[config.mk]
export PLATFORM = sky130hd
export DESIGN_NAME = second_synth_loop_output_config_bank
export DESIGN_NICKNAME = d
export VERILOG_FILES = /design/src/include/second_synth_loop_cfg_pkg.sv /design/src/include/setting_sel_if.sv /design/src/hdl/control_pin_sync.sv /design/src/hdl/second_synth_loop_output_config_bank.sv
export SDC_FILE = /design/constraint.sdc
export NUM_CORES = 1
export LEC_CHECK = 0
export BUFFER_PORTS_ARGS = -buffer_cell sky130_fd_sc_hd__buf_2
export CORE_ASPECT_RATIO = 0.75
export CORE_MARGIN = 2
export CORE_UTILIZATION = 54
export DETAILED_ROUTE_END_ITERATION = 8
export PLACE_DENSITY = 0.78
export SLEW_MARGIN = 10
export SYNTH_ARGS = -nofsm -noshare
export SYNTH_HDL_FRONTEND = slang
export SYNTH_HIERARCHICAL = 1
export SYNTH_SLANG_ARGS = --single-unit
[constraint.sdc]
create_clock -name clk_sys_in -period 2.9 [get_ports clk_sys_in]
set_input_delay 0.58 -clock clk_sys_in [delete_from_list [all_inputs] [get_ports clk_sys_in]]
set_output_delay 0.58 -clock clk_sys_in [all_outputs]
set_load 0.02 [all_outputs]
[src/include/second_synth_loop_cfg_pkg.sv]
// constants for the second synth loop output configuration bank
// assumes registers sit on an apb bus, one aligned 32-bit word each

package second_synth_loop_cfg_pkg;

   // ***************************************************
   // register indices (byte address is four times these)
   // ***************************************************
   localparam logic [5:0] IDX_SPREAD_A   = 6'h20;
   localparam logic [5:0] IDX_SPREAD_B   = 6'h21;
   localparam logic [5:0] IDX_SPREAD_C   = 6'h22;
   localparam logic [5:0] IDX_FREQ_SEL   = 6'h23;
   localparam logic [5:0] IDX_ROUTING    = 6'h24;
   localparam logic [5:0] IDX_STATE_SEL  = 6'h25;
   localparam logic [5:0] IDX_SHAPE_DIV4 = 6'h26;
   localparam logic [5:0] IDX_DIV5       = 6'h27;
   localparam logic [5:0] IDX_STATUS     = 6'h3F;
   localparam logic [6:0] IDX_LIMIT      = 7'h40;

   // ***************************************************
   // reset values
   // ***************************************************
   localparam logic [7:0] RST_SPREAD     = 8'h00;
   localparam logic [7:0] RST_FREQ_SEL   = 8'h00;
   localparam logic [7:0] RST_ROUTING    = 8'hED;
   localparam logic [7:0] RST_STATE_SEL  = 8'h02;
   localparam logic [7:0] RST_SHAPE_DIV4 = 8'h01;
   localparam logic [7:0] RST_DIV5       = 8'h01;

   // ***************************************************
   // field positions and masks
   // ***************************************************
   localparam int         BIT_BYPASS     = 7;
   localparam int         BIT_Y4_SRC     = 6;
   localparam int         LSB_Y5_SRC     = 4;
   localparam int         LSB_STATE_ONE  = 2;
   localparam int         LSB_STATE_ZERO = 0;
   localparam int         BIT_SHAPE      = 7;
   localparam int         SPREAD_W       = 3;
   localparam int         DIV_W          = 7;
   localparam logic [7:0] DIV5_WR_MASK   = 8'h7F;

   // ***************************************************
   // encodings
   // ***************************************************
   localparam logic [1:0] Y5_FROM_DIV5   = 2'h2;
   localparam logic [1:0] Y5_RESERVED    = 2'h3;
   localparam logic [1:0] ST_POWER_DOWN  = 2'h0;
   localparam logic [2:0] SPREAD_OFF     = 3'h0;

endpackage

[src/include/setting_sel_if.sv]
// carries the synchronised setting index between the pin synchroniser and the bank
// assumes both ends run on the system clock

`timescale 1ns/1ns

interface setting_sel_if #(parameter int W = 3);
   logic [W-1:0] idx;

   modport src (output idx);
   modport dst (input  idx);
endinterface

[src/hdl/control_pin_sync.sv]
// three-flop synchroniser for the external control pins
// assumes the pins are asynchronous to clk_sys_in

`timescale 1ns/1ns

module control_pin_sync #(
   parameter int W = 3
) (
   input  wire logic         clk_sys_in,
   input  wire logic         resetn_in,
   input  wire logic [W-1:0] pins_in,
   setting_sel_if.src        sel
);

   // ***************************************************
   // elaboration check
   // ***************************************************
   if (W < 1) begin : g_bad_w
      $error("control_pin_sync needs at least one pin");
   end

   typedef struct packed {
      logic [W-1:0] s1;
      logic [W-1:0] s2;
      logic [W-1:0] s3;
      logic [W-1:0] stable;
   } sync_t;

   sync_t q;
   sync_t d;

   // ***************************************************
   // synchroniser
   // ***************************************************
   // stage one feeds stage two only; a change is taken once two and three agree
   always_comb begin
      d    = q;
      d.s1 = pins_in;
      d.s2 = q.s1;
      d.s3 = q.s2;
      if (q.s2 == q.s3) begin
         d.stable = q.s3;
      end
   end

   // state register, synchronous reset
   always_ff @(posedge clk_sys_in) begin
      if (!resetn_in) begin
         q <= '0;
      end else begin
         q <= d;
      end
   end

   assign sel.idx = q.stable;

endmodule

[src/hdl/second_synth_loop_output_config_bank.sv]
// configuration bank for the second synth loop and clock outputs four and five
// assumes an apb master on clk_sys_in and asynchronous control pins
//
// Overview of operation
// - per-setting 3-bit spread code, 000 off, rising codes raise modulation
// - spread shape bit, 0 down only, 1 centre; resets to 0
// - per-setting frequency bit picks parameter set zero or one; resets 0
// - eight stored settings, control pins choose which one is applied
// - bypass bit 0 routes the loop, 1 bypasses and powers it down; reset 1
// - output four source bit, 0 second divider, 1 fourth; resets to 1
// - output five source 00/01/10 picks divider; 11 reserved; resets 10
// - two output state definitions; reset values 01 and 11
// - per-setting state bit picks definition; only setting one resets to 1
// - fourth divider, 0 standby, 1 to 127 ratio; resets to 1
// - fifth divider, 0 standby, 1 to 127 ratio; resets to 1
// - register bytes are ordered most significant bit first
//
// The implementer's own choice: the APB register port.

`timescale 1ns/1ns

module second_synth_loop_output_config_bank #(
   parameter int ADDR_W = 8
) (
   input  wire logic              clk_sys_in,
   input  wire logic              resetn_in,
   input  wire logic              psel_in,
   input  wire logic              penable_in,
   input  wire logic              pwrite_in,
   input  wire logic [ADDR_W-1:0] paddr_in,
   input  wire logic [31:0]       pwdata_in,
   output logic      [31:0]       prdata_out,
   output logic                   pready_out,
   output logic                   pslverr_out,
   input  wire logic              control_pin_a_in,
   input  wire logic              control_pin_b_in,
   input  wire logic              control_pin_c_in,
   output logic      [2:0]        active_setting_out,
   output logic      [2:0]        spread_amount_field_out,
   output logic                   spread_on_out,
   output logic                   spread_shape_bit_out,
   output logic                   freq_set_select_bit_out,
   output logic                   pll_bypass_select_out,
   output logic                   pll_power_down_out,
   output logic                   fourth_output_source_out,
   output logic      [1:0]        fifth_output_source_out,
   output logic      [1:0]        output_state_out,
   output logic      [6:0]        fourth_output_divider_out,
   output logic                   fourth_div_standby_out,
   output logic      [6:0]        fifth_output_divider_out,
   output logic                   fifth_div_standby_out
);

   // ***************************************************
   // elaboration check
   // ***************************************************
   if (ADDR_W < 8 || ADDR_W > 32) begin : g_bad_addr
      $error("second_synth_loop_output_config_bank needs ADDR_W from 8 to 32");
   end

   typedef struct packed {
      logic [7:0][7:0] regs;
      logic [31:0]     prdata;
      logic            pready;
      logic            slverr;
      logic [2:0]      act;
      logic [2:0]      amt;
      logic            spread_on;
      logic            shape;
      logic            fsel;
      logic            bypass;
      logic            pdown;
      logic            y4src;
      logic [1:0]      y5src;
      logic [1:0]      ystate;
      logic [6:0]      div4;
      logic            div4_stby;
      logic [6:0]      div5;
      logic            div5_stby;
   } bank_t;

   // derived outputs reset to what the register reset values give for setting
   // zero, so the first cycle after release never shows a contradictory pair
   localparam bank_t RESET_STATE = '{
      regs:    {second_synth_loop_cfg_pkg::RST_DIV5, second_synth_loop_cfg_pkg::RST_SHAPE_DIV4,
                second_synth_loop_cfg_pkg::RST_STATE_SEL, second_synth_loop_cfg_pkg::RST_ROUTING,
                second_synth_loop_cfg_pkg::RST_FREQ_SEL, second_synth_loop_cfg_pkg::RST_SPREAD,
                second_synth_loop_cfg_pkg::RST_SPREAD, second_synth_loop_cfg_pkg::RST_SPREAD},
      shape:   second_synth_loop_cfg_pkg::RST_SHAPE_DIV4[second_synth_loop_cfg_pkg::BIT_SHAPE],
      fsel:    second_synth_loop_cfg_pkg::RST_FREQ_SEL[0],
      bypass:  second_synth_loop_cfg_pkg::RST_ROUTING[second_synth_loop_cfg_pkg::BIT_BYPASS],
      pdown:   second_synth_loop_cfg_pkg::RST_ROUTING[second_synth_loop_cfg_pkg::BIT_BYPASS],
      y4src:   second_synth_loop_cfg_pkg::RST_ROUTING[second_synth_loop_cfg_pkg::BIT_Y4_SRC],
      y5src:   second_synth_loop_cfg_pkg::RST_ROUTING[second_synth_loop_cfg_pkg::LSB_Y5_SRC +: 2],
      ystate:  second_synth_loop_cfg_pkg::RST_ROUTING[second_synth_loop_cfg_pkg::LSB_STATE_ZERO +: 2],
      div4:    second_synth_loop_cfg_pkg::RST_SHAPE_DIV4[second_synth_loop_cfg_pkg::DIV_W-1:0],
      div5:    second_synth_loop_cfg_pkg::RST_DIV5[second_synth_loop_cfg_pkg::DIV_W-1:0],
      default: '0
   };

   bank_t q;
   bank_t d;

   // ***************************************************
   // control pin synchroniser
   // ***************************************************
   setting_sel_if #(.W(3)) sel ();

   control_pin_sync #(.W(3)) u_sync (
      .clk_sys_in (clk_sys_in),
      .resetn_in  (resetn_in),
      .pins_in    ({control_pin_c_in, control_pin_b_in, control_pin_a_in}),
      .sel        (sel.src)
   );

   // ***************************************************
   // apb decode
   // ***************************************************
   logic [5:0]  widx;
   logic        hi_zero;
   logic        hit_bank;
   logic        hit_stat;
   logic        setup;
   logic        wr_go;
   logic [2:0]  slot;
   logic [23:0] spread_all;
   logic [7:0]  rd_byte;

   // word index; anything with low bits or high bits set is unmapped
   always_comb begin
      widx     = paddr_in[7:2];
      hi_zero  = ((paddr_in >> 8) == '0) && (paddr_in[1:0] == 2'h0);
      hit_bank = hi_zero && widx >= second_synth_loop_cfg_pkg::IDX_SPREAD_A
                         && widx <= second_synth_loop_cfg_pkg::IDX_DIV5;
      hit_stat = hi_zero && widx == second_synth_loop_cfg_pkg::IDX_STATUS;
      setup    = psel_in && !penable_in;
      wr_go    = psel_in && penable_in && q.pready && pwrite_in && hit_bank;
      slot     = 3'(widx - second_synth_loop_cfg_pkg::IDX_SPREAD_A);
   end

   // eight 3-bit spread codes packed across three bytes, setting seven on top
   assign spread_all = {q.regs[0], q.regs[1], q.regs[2]};

   // read mux; status shows the applied index and power-down state
   always_comb begin
      rd_byte = 8'h00;
      if (hit_bank) begin
         rd_byte = q.regs[slot];
      end else if (hit_stat) begin
         rd_byte = {4'h0, q.pdown, q.act};
      end
   end

   // ***************************************************
   // next state
   // ***************************************************
   always_comb begin
      d        = q;
      // answer in the first access cycle, no wait states
      d.pready = setup;
      d.slverr = setup && !(hit_bank || hit_stat);
      d.prdata = setup ? {24'h000000, rd_byte} : 32'h00000000;

      // low byte lane, bit 7 is the register msb
      if (wr_go) begin
         if (widx == second_synth_loop_cfg_pkg::IDX_DIV5) begin
            d.regs[slot] = pwdata_in[7:0] & second_synth_loop_cfg_pkg::DIV5_WR_MASK;
         end else begin
            d.regs[slot] = pwdata_in[7:0];
         end
      end

      // applied index, spread code, frequency bit and state pick follow the synchronised pins
      d.act       = sel.idx;
      d.amt       = spread_all[sel.idx * second_synth_loop_cfg_pkg::SPREAD_W +: 3];
      d.spread_on = d.amt != second_synth_loop_cfg_pkg::SPREAD_OFF;
      d.shape     = q.regs[6][second_synth_loop_cfg_pkg::BIT_SHAPE];
      d.fsel      = q.regs[3][sel.idx];
      d.bypass    = q.regs[4][second_synth_loop_cfg_pkg::BIT_BYPASS];
      d.y4src     = q.regs[4][second_synth_loop_cfg_pkg::BIT_Y4_SRC];
      d.y5src     = q.regs[4][second_synth_loop_cfg_pkg::LSB_Y5_SRC +: 2];
      // the reserved code would select nothing; fall back to the fifth divider
      if (d.y5src == second_synth_loop_cfg_pkg::Y5_RESERVED) begin
         d.y5src = second_synth_loop_cfg_pkg::Y5_FROM_DIV5;
      end
      if (q.regs[5][sel.idx]) begin
         d.ystate = q.regs[4][second_synth_loop_cfg_pkg::LSB_STATE_ONE +: 2];
      end else begin
         d.ystate = q.regs[4][second_synth_loop_cfg_pkg::LSB_STATE_ZERO +: 2];
      end
      d.pdown     = d.bypass || d.ystate == second_synth_loop_cfg_pkg::ST_POWER_DOWN;
      d.div4      = q.regs[6][second_synth_loop_cfg_pkg::DIV_W-1:0];
      d.div4_stby = d.div4 == 7'h00;
      d.div5      = q.regs[7][second_synth_loop_cfg_pkg::DIV_W-1:0];
      d.div5_stby = d.div5 == 7'h00;
   end

   // state register, synchronous reset
   always_ff @(posedge clk_sys_in) begin
      if (!resetn_in) begin
         q <= RESET_STATE;
      end else begin
         q <= d;
      end
   end

   // ***************************************************
   // outputs, all from q
   // ***************************************************
   assign prdata_out                = q.prdata;
   assign pready_out                = q.pready;
   assign pslverr_out               = q.slverr;
   assign active_setting_out        = q.act;
   assign spread_amount_field_out   = q.amt;
   assign spread_on_out             = q.spread_on;
   assign spread_shape_bit_out      = q.shape;
   assign freq_set_select_bit_out   = q.fsel;
   assign pll_bypass_select_out     = q.bypass;
   assign pll_power_down_out        = q.pdown;
   assign fourth_output_source_out  = q.y4src;
   assign fifth_output_source_out   = q.y5src;
   assign output_state_out          = q.ystate;
   assign fourth_output_divider_out = q.div4;
   assign fourth_div_standby_out    = q.div4_stby;
   assign fifth_output_divider_out  = q.div5;
   assign fifth_div_standby_out     = q.div5_stby;
endmodule

==> After elaboration in Yosys (flattened, before gate mapping) <==
Index checks and enable logic that the tools add are counted.
W data, S select, Z words.
{ "word_totals": {"latchBits": 0, "wordCells": 78, "ramBits": 0, "reg_bits": 142, "mem_bits_ro": 0, "mem_count": 0} }
{ "op_classes": {"n_div": 0, "mux": 14, "bitwise_logic": 1, "shifts": 1, "n_reduce_logical": 21, "multipliers": 1, "addsub": 1, "n_eq_ne": 4, "n_lt_le_gt_ge": 5} }
{ "op_table": {"columns": ["op", "count"], "rows": [
  ["$bwmux W64", 2],
  ["$mux W64", 1],
  ["$bmux W8 S3", 1],
  ["$demux W8 S3", 1],
  ["$mux W8", 3],
  ["$shiftx A24 B6 Y3", 1],
  ["$logic_not A7 Y1", 2],
  ["$eq A6 B6 Y1 const B", 2],
  ["$logic_and A1 B1 Y1", 10],
  ["$lt A3 B4 Y1 const B", 2],
  ["$bmux W1 S3", 2],
  ["$ge A6 B6 Y1 const B", 1],
  ["$le A6 B6 Y1 const B", 1],
  ["$mul A3 B2 Y5 const B", 1],
  ["$logic_not A2 Y1", 2],
  ["$mux W4", 1],
  ["$eq A3 B3 Y1", 1],
  ["$ge A3 B1 Y1 const B", 1],
  ["$reduce_bool A3 Y1", 1],
  ["$sub A3 B1 Y3 const B", 1],
  ["$eq A2 B2 Y1 const B", 1],
  ["$logic_not A1 Y1", 2],
  ["$logic_or A1 B1 Y1", 2],
  ["$mux W1", 2],
  ["other kinds (4)", 4]
]} }

==> Longest topological paths before layout <==
{ "depth": {"word_depth": 7, "depth_mapped": 7, "ltp_nobuf": 4} }

==> Modules after synthesis <==
Netlist, hierarchy kept.
{ "modules_own_cells": {"columns": ["module", "seq_area_each_um2", "n_inst", "cells_per_inst", "area_per_inst_um2"], "rows": [
  ["second_synth_loop_output_config_bank", 2122.0, 1, 478, 4879.7],
  ["control_pin_sync", 240.2, 1, 41, 419.2]
]} }

==> Least setup slack after synthesis <==
Ideal clock, no wire load.
{ "synth_path": {"kind": "input-to-reg", "startpoint": "input paddr_in[1]", "endpoint": "register (tool-made name)", "cell_stages": 6, "required_ns": 2.771, "path_slack_ns": 0.794, "path_buffers": 2, "arrival_time_ns": 1.977, "path_cell_list": "or3b_1 -> buf_6 -> or4_1 -> buf_4 -> mux2i_1 -> nand2_1"} }
{ "synth_rtl": {"columns": ["item", "line_no", "rtl"], "rows": [
  ["from (decl)", "second_synth_loop_output_config_bank.sv:30", "input wire logic [ADDR_W-1:0] paddr_in,"]
]} }

==> metrics.txt <==
RSZ-0062 raised after global routing=false; Largest stage delay, worst path=0.62 ns; final setup skew=0.00785 ns; crit path kind=input port to flop; Largest delay share family, worst path=simple AND/OR/NAND/NOR gates; minimum hold slack=0.362 ns; start point of the critical path=paddr_in[1]; count of max-cap constraint violations=0; pin count of the biggest net entering global routing=43; share of post-route cells with drive strength above 1=0.250; clock root buffer=sky130_fd_sc_hd__clkbuf_16; number of enable flip-flop cells after synthesis=0; # clock sinks=118; wirelength, routed=12.0 mm; data required time of the critical path=3.19 ns; first drt pass iteration count=4; cell at the slowest stage of the critical path=sky130_fd_sc_hd__nor3_1; ratio of final minimum period to clock period=0.780; number of global-route vias before repair=3616; top flip-flop cell by instance count after synthesis=sky130_fd_sc_hd__dfxtp_1; leak pwr=2.80 nW; number of cells produced by synthesis=519; final layout net count=599; DR DRC count=0; number of design-rule violations left by the first detailed-router iteration=220; internal portion of total power=2.81 mW; routed length per placed instance=17.3 um; post-DP HPWL=8.84 mm; vias per cell=5.38; source of the worst register-to-register timing path=u_sync/sel.idx[1]$_SDFFE_PN0N_; GR Overflow Total=0; number of register bits inferred by synthesis=118; RD Place Congestion=0.947; part of the power in registers=0.446; synthesized area divided by synthesized cell count=10.2 um2; Clock H-tree levels=4; worst slack, placed=0.354 ns; total negative setup slack=0 ns; Critical Path Fanout Max=6; clock buffers created by TritonCTS=17; antenna violations before repair=0; number of port buffers=65; Hold Path Origin=control_pin_a_in; IO Count=114; Final Hold Violating Endpoints=0; starting utilization of the core area=0.551; fin cells=696; Clock power frac=0.507; Placeable Area=0.00962 mm2; setup repair bufs after CTS=0; ranking of synthesized cells by area=sky130_fd_sc_hd__dfxtp_1 (45%), sky130_fd_sc_hd__mux2i_1 (14%), sky130_fd_sc_hd__buf_4 (8.5%); cell type with the highest aggregate area in the netlist=sky130_fd_sc_hd__dfxtp_1; critical path, cell by cell=buf_2 -> or3b_1 -> nor3_1 -> nand3_2 -> buf_4 -> mux2i_1; PnR Total Power=3.68 mW; startpoint types=input port; max frequency=442 MHz; part of the Yosys area used for sequential elements=0.446; power per standard cell area=619 mW/mm2; hold crit path type=input port to flop; count of antenna diodes in the layout=0; wire length of the first global-routing pass=19.2 mm; relative max-transition margin=0.540; count of synthesis-stage warnings from yosys=6; number of placement rows=31; crit path capture type=flop; fraction of power spent switching nets=0.234; clock-pin slew on the worst setup and hold paths=0.06 ns; Logic pwr share=0.047; share of the core filled with cells in the final layout=0.617; data arrival time of the critical path=2.55 ns; vias after detailed routing=3747; gr usage total=0.237; Distinct cells, synth=45; cell area after layout=0.00593 mm2; final worst path period need=2.26 ns; die height=89.8 um; count of buffering cells on the critical path with inverters included=2; overall die area=0.0106 mm2; netlist area before placement=0.00530 mm2; portion of synthesized cell area occupied by the leading cell type=0.446; result of the run=completed; worst-skew pair later-pin latency=0.42 ns; switching power=0.860 mW; final-report setup violation count=0; Tightest Pin Transition=0.690 ns; share of synthesized flip-flops with an asynchronous set or reset=0; post-synthesis to final-layout area growth=12.0%; # placed instances=664; post-place instance area=0.00539 mm2; post-cts sizing count=0; Longest Clk Path Bufs=2; cts-stage hold buffer count=0; max-slew violations=0; post-detailed-route count of antenna-violating nets=0; post-route worst setup slack=0.638 ns; CTS tree=yes; IR Drop Worst-Case VDD=0.439 mV; die width=118 um
[path summary, 6_finish.rpt]
kind / to / slack [ns] / cells after the start
setup / recovery: flop / 0.64 / 6
hold / removal: u_sync/d[6]$_SDFF_PN0_ / 0.36 / 2
setup reg to reg: pll_power_down_out$_SDFF_PN1_ / 0.65 / 4
hold reg to reg: u_sync/d[4]$_SDFF_PN0_ / 0.44 / 1
[power groups by stage]
stage          registers, mW  logic, mW  clock network (mW)
6_report                1.64      0.173                1.86
5_1_grt                 1.64      0.188                1.97
2_1_floorplan           1.67      0.151                   0
4_1_cts                 1.64      0.171                1.89
3_3_place_gp            1.67      0.167                   0
3_5_place_dp            1.67      0.171                   0
[kinds of logic (layout without fill, tap and decap cells)]
family / count (synthesis) / count (layout) / synth area share
buffers and inverters: 97 / 119 / 0.114
AO/OA/AOI/OAI: 40 / 40 / 0.0517
flip-flops: 118 / 118 / 0.446
AND/OR/NAND/NOR: 161 / 161 / 0.160
XOR/XNOR: 3 / 3 / 0.00496
multiplexers: 99 / 99 / 0.223
other: 1 / 24 / 0.000708
[metal layers]
| metal | GRT usage | vias up | part of all wire | wire length, um |
|---|---|---|---|---|
| met4 | 0.0804 | 0 | 0.011 | 132 |
| met2 | 0.350 | 157 | 0.44 | 5320 |
| met3 | 0.0692 | 13 | 0.090 | 1090 |
| met1 | 0.333 | 1815 | 0.46 | 5510 |
| met5 | 0 | - | 0 | 0 |
| li1 | - | 1762 | - | - |
[final cells by class]
class	count	area, um2
sequential	118	2360
multi-input combinational	327	2420
tap	132	165
clock inverter	11	78.8
fill	815	3690
timing repair buffer	75	400
clock buffer	21	460
inverter	12	45.0
[Yosys cell counts, types with 2 or more instances]
cell type,count
sky130_fd_sc_hd__o21a_1,2
sky130_fd_sc_hd__o22ai_1,4
sky130_fd_sc_hd__nor4_4,2
sky130_fd_sc_hd__buf_4,60
sky130_fd_sc_hd__nand3_1,4
sky130_fd_sc_hd__nand2_4,4
sky130_fd_sc_hd__a22oi_1,6
sky130_fd_sc_hd__and2_1,19
sky130_fd_sc_hd__o211ai_1,2
sky130_fd_sc_hd__xor2_1,3
sky130_fd_sc_hd__nand2_1,75
sky130_fd_sc_hd__nor3_1,5
sky130_fd_sc_hd__mux2_2,13
sky130_fd_sc_hd__inv_1,12
sky130_fd_sc_hd__a31oi_1,2
sky130_fd_sc_hd__and3_1,2
sky130_fd_sc_hd__nor4_1,3
sky130_fd_sc_hd__dfxtp_1,118
sky130_fd_sc_hd__nor2_1,10
sky130_fd_sc_hd__clkbuf_1,19
sky130_fd_sc_hd__or4_1,3
sky130_fd_sc_hd__mux4_2,14
sky130_fd_sc_hd__a22o_1,3
sky130_fd_sc_hd__a221oi_1,4
sky130_fd_sc_hd__or3_1,2
sky130_fd_sc_hd__a21oi_1,4
sky130_fd_sc_hd__mux2i_1,72
sky130_fd_sc_hd__o21ai_0,9
sky130_fd_sc_hd__nand2b_1,7
sky130_fd_sc_hd__nor2b_1,18
sky130_fd_sc_hd__buf_2,4
[placed cells by master (no fill, tap or decap), types with 13 or more instances in the layout]
| master | count |
|---|---|
| sky130_fd_sc_hd__and2_1 | 19 |
| sky130_fd_sc_hd__buf_2 | 65 |
| sky130_fd_sc_hd__clkbuf_16 | 17 |
| sky130_fd_sc_hd__conb_1 | 24 |
| sky130_fd_sc_hd__dfxtp_1 | 118 |
| sky130_fd_sc_hd__mux2_2 | 13 |
| sky130_fd_sc_hd__mux2i_1 | 72 |
| sky130_fd_sc_hd__mux4_2 | 14 |
| sky130_fd_sc_hd__nand2_1 | 75 |
| sky130_fd_sc_hd__nor2b_1 | 18 |
Power figures use the tool's default switching activity.
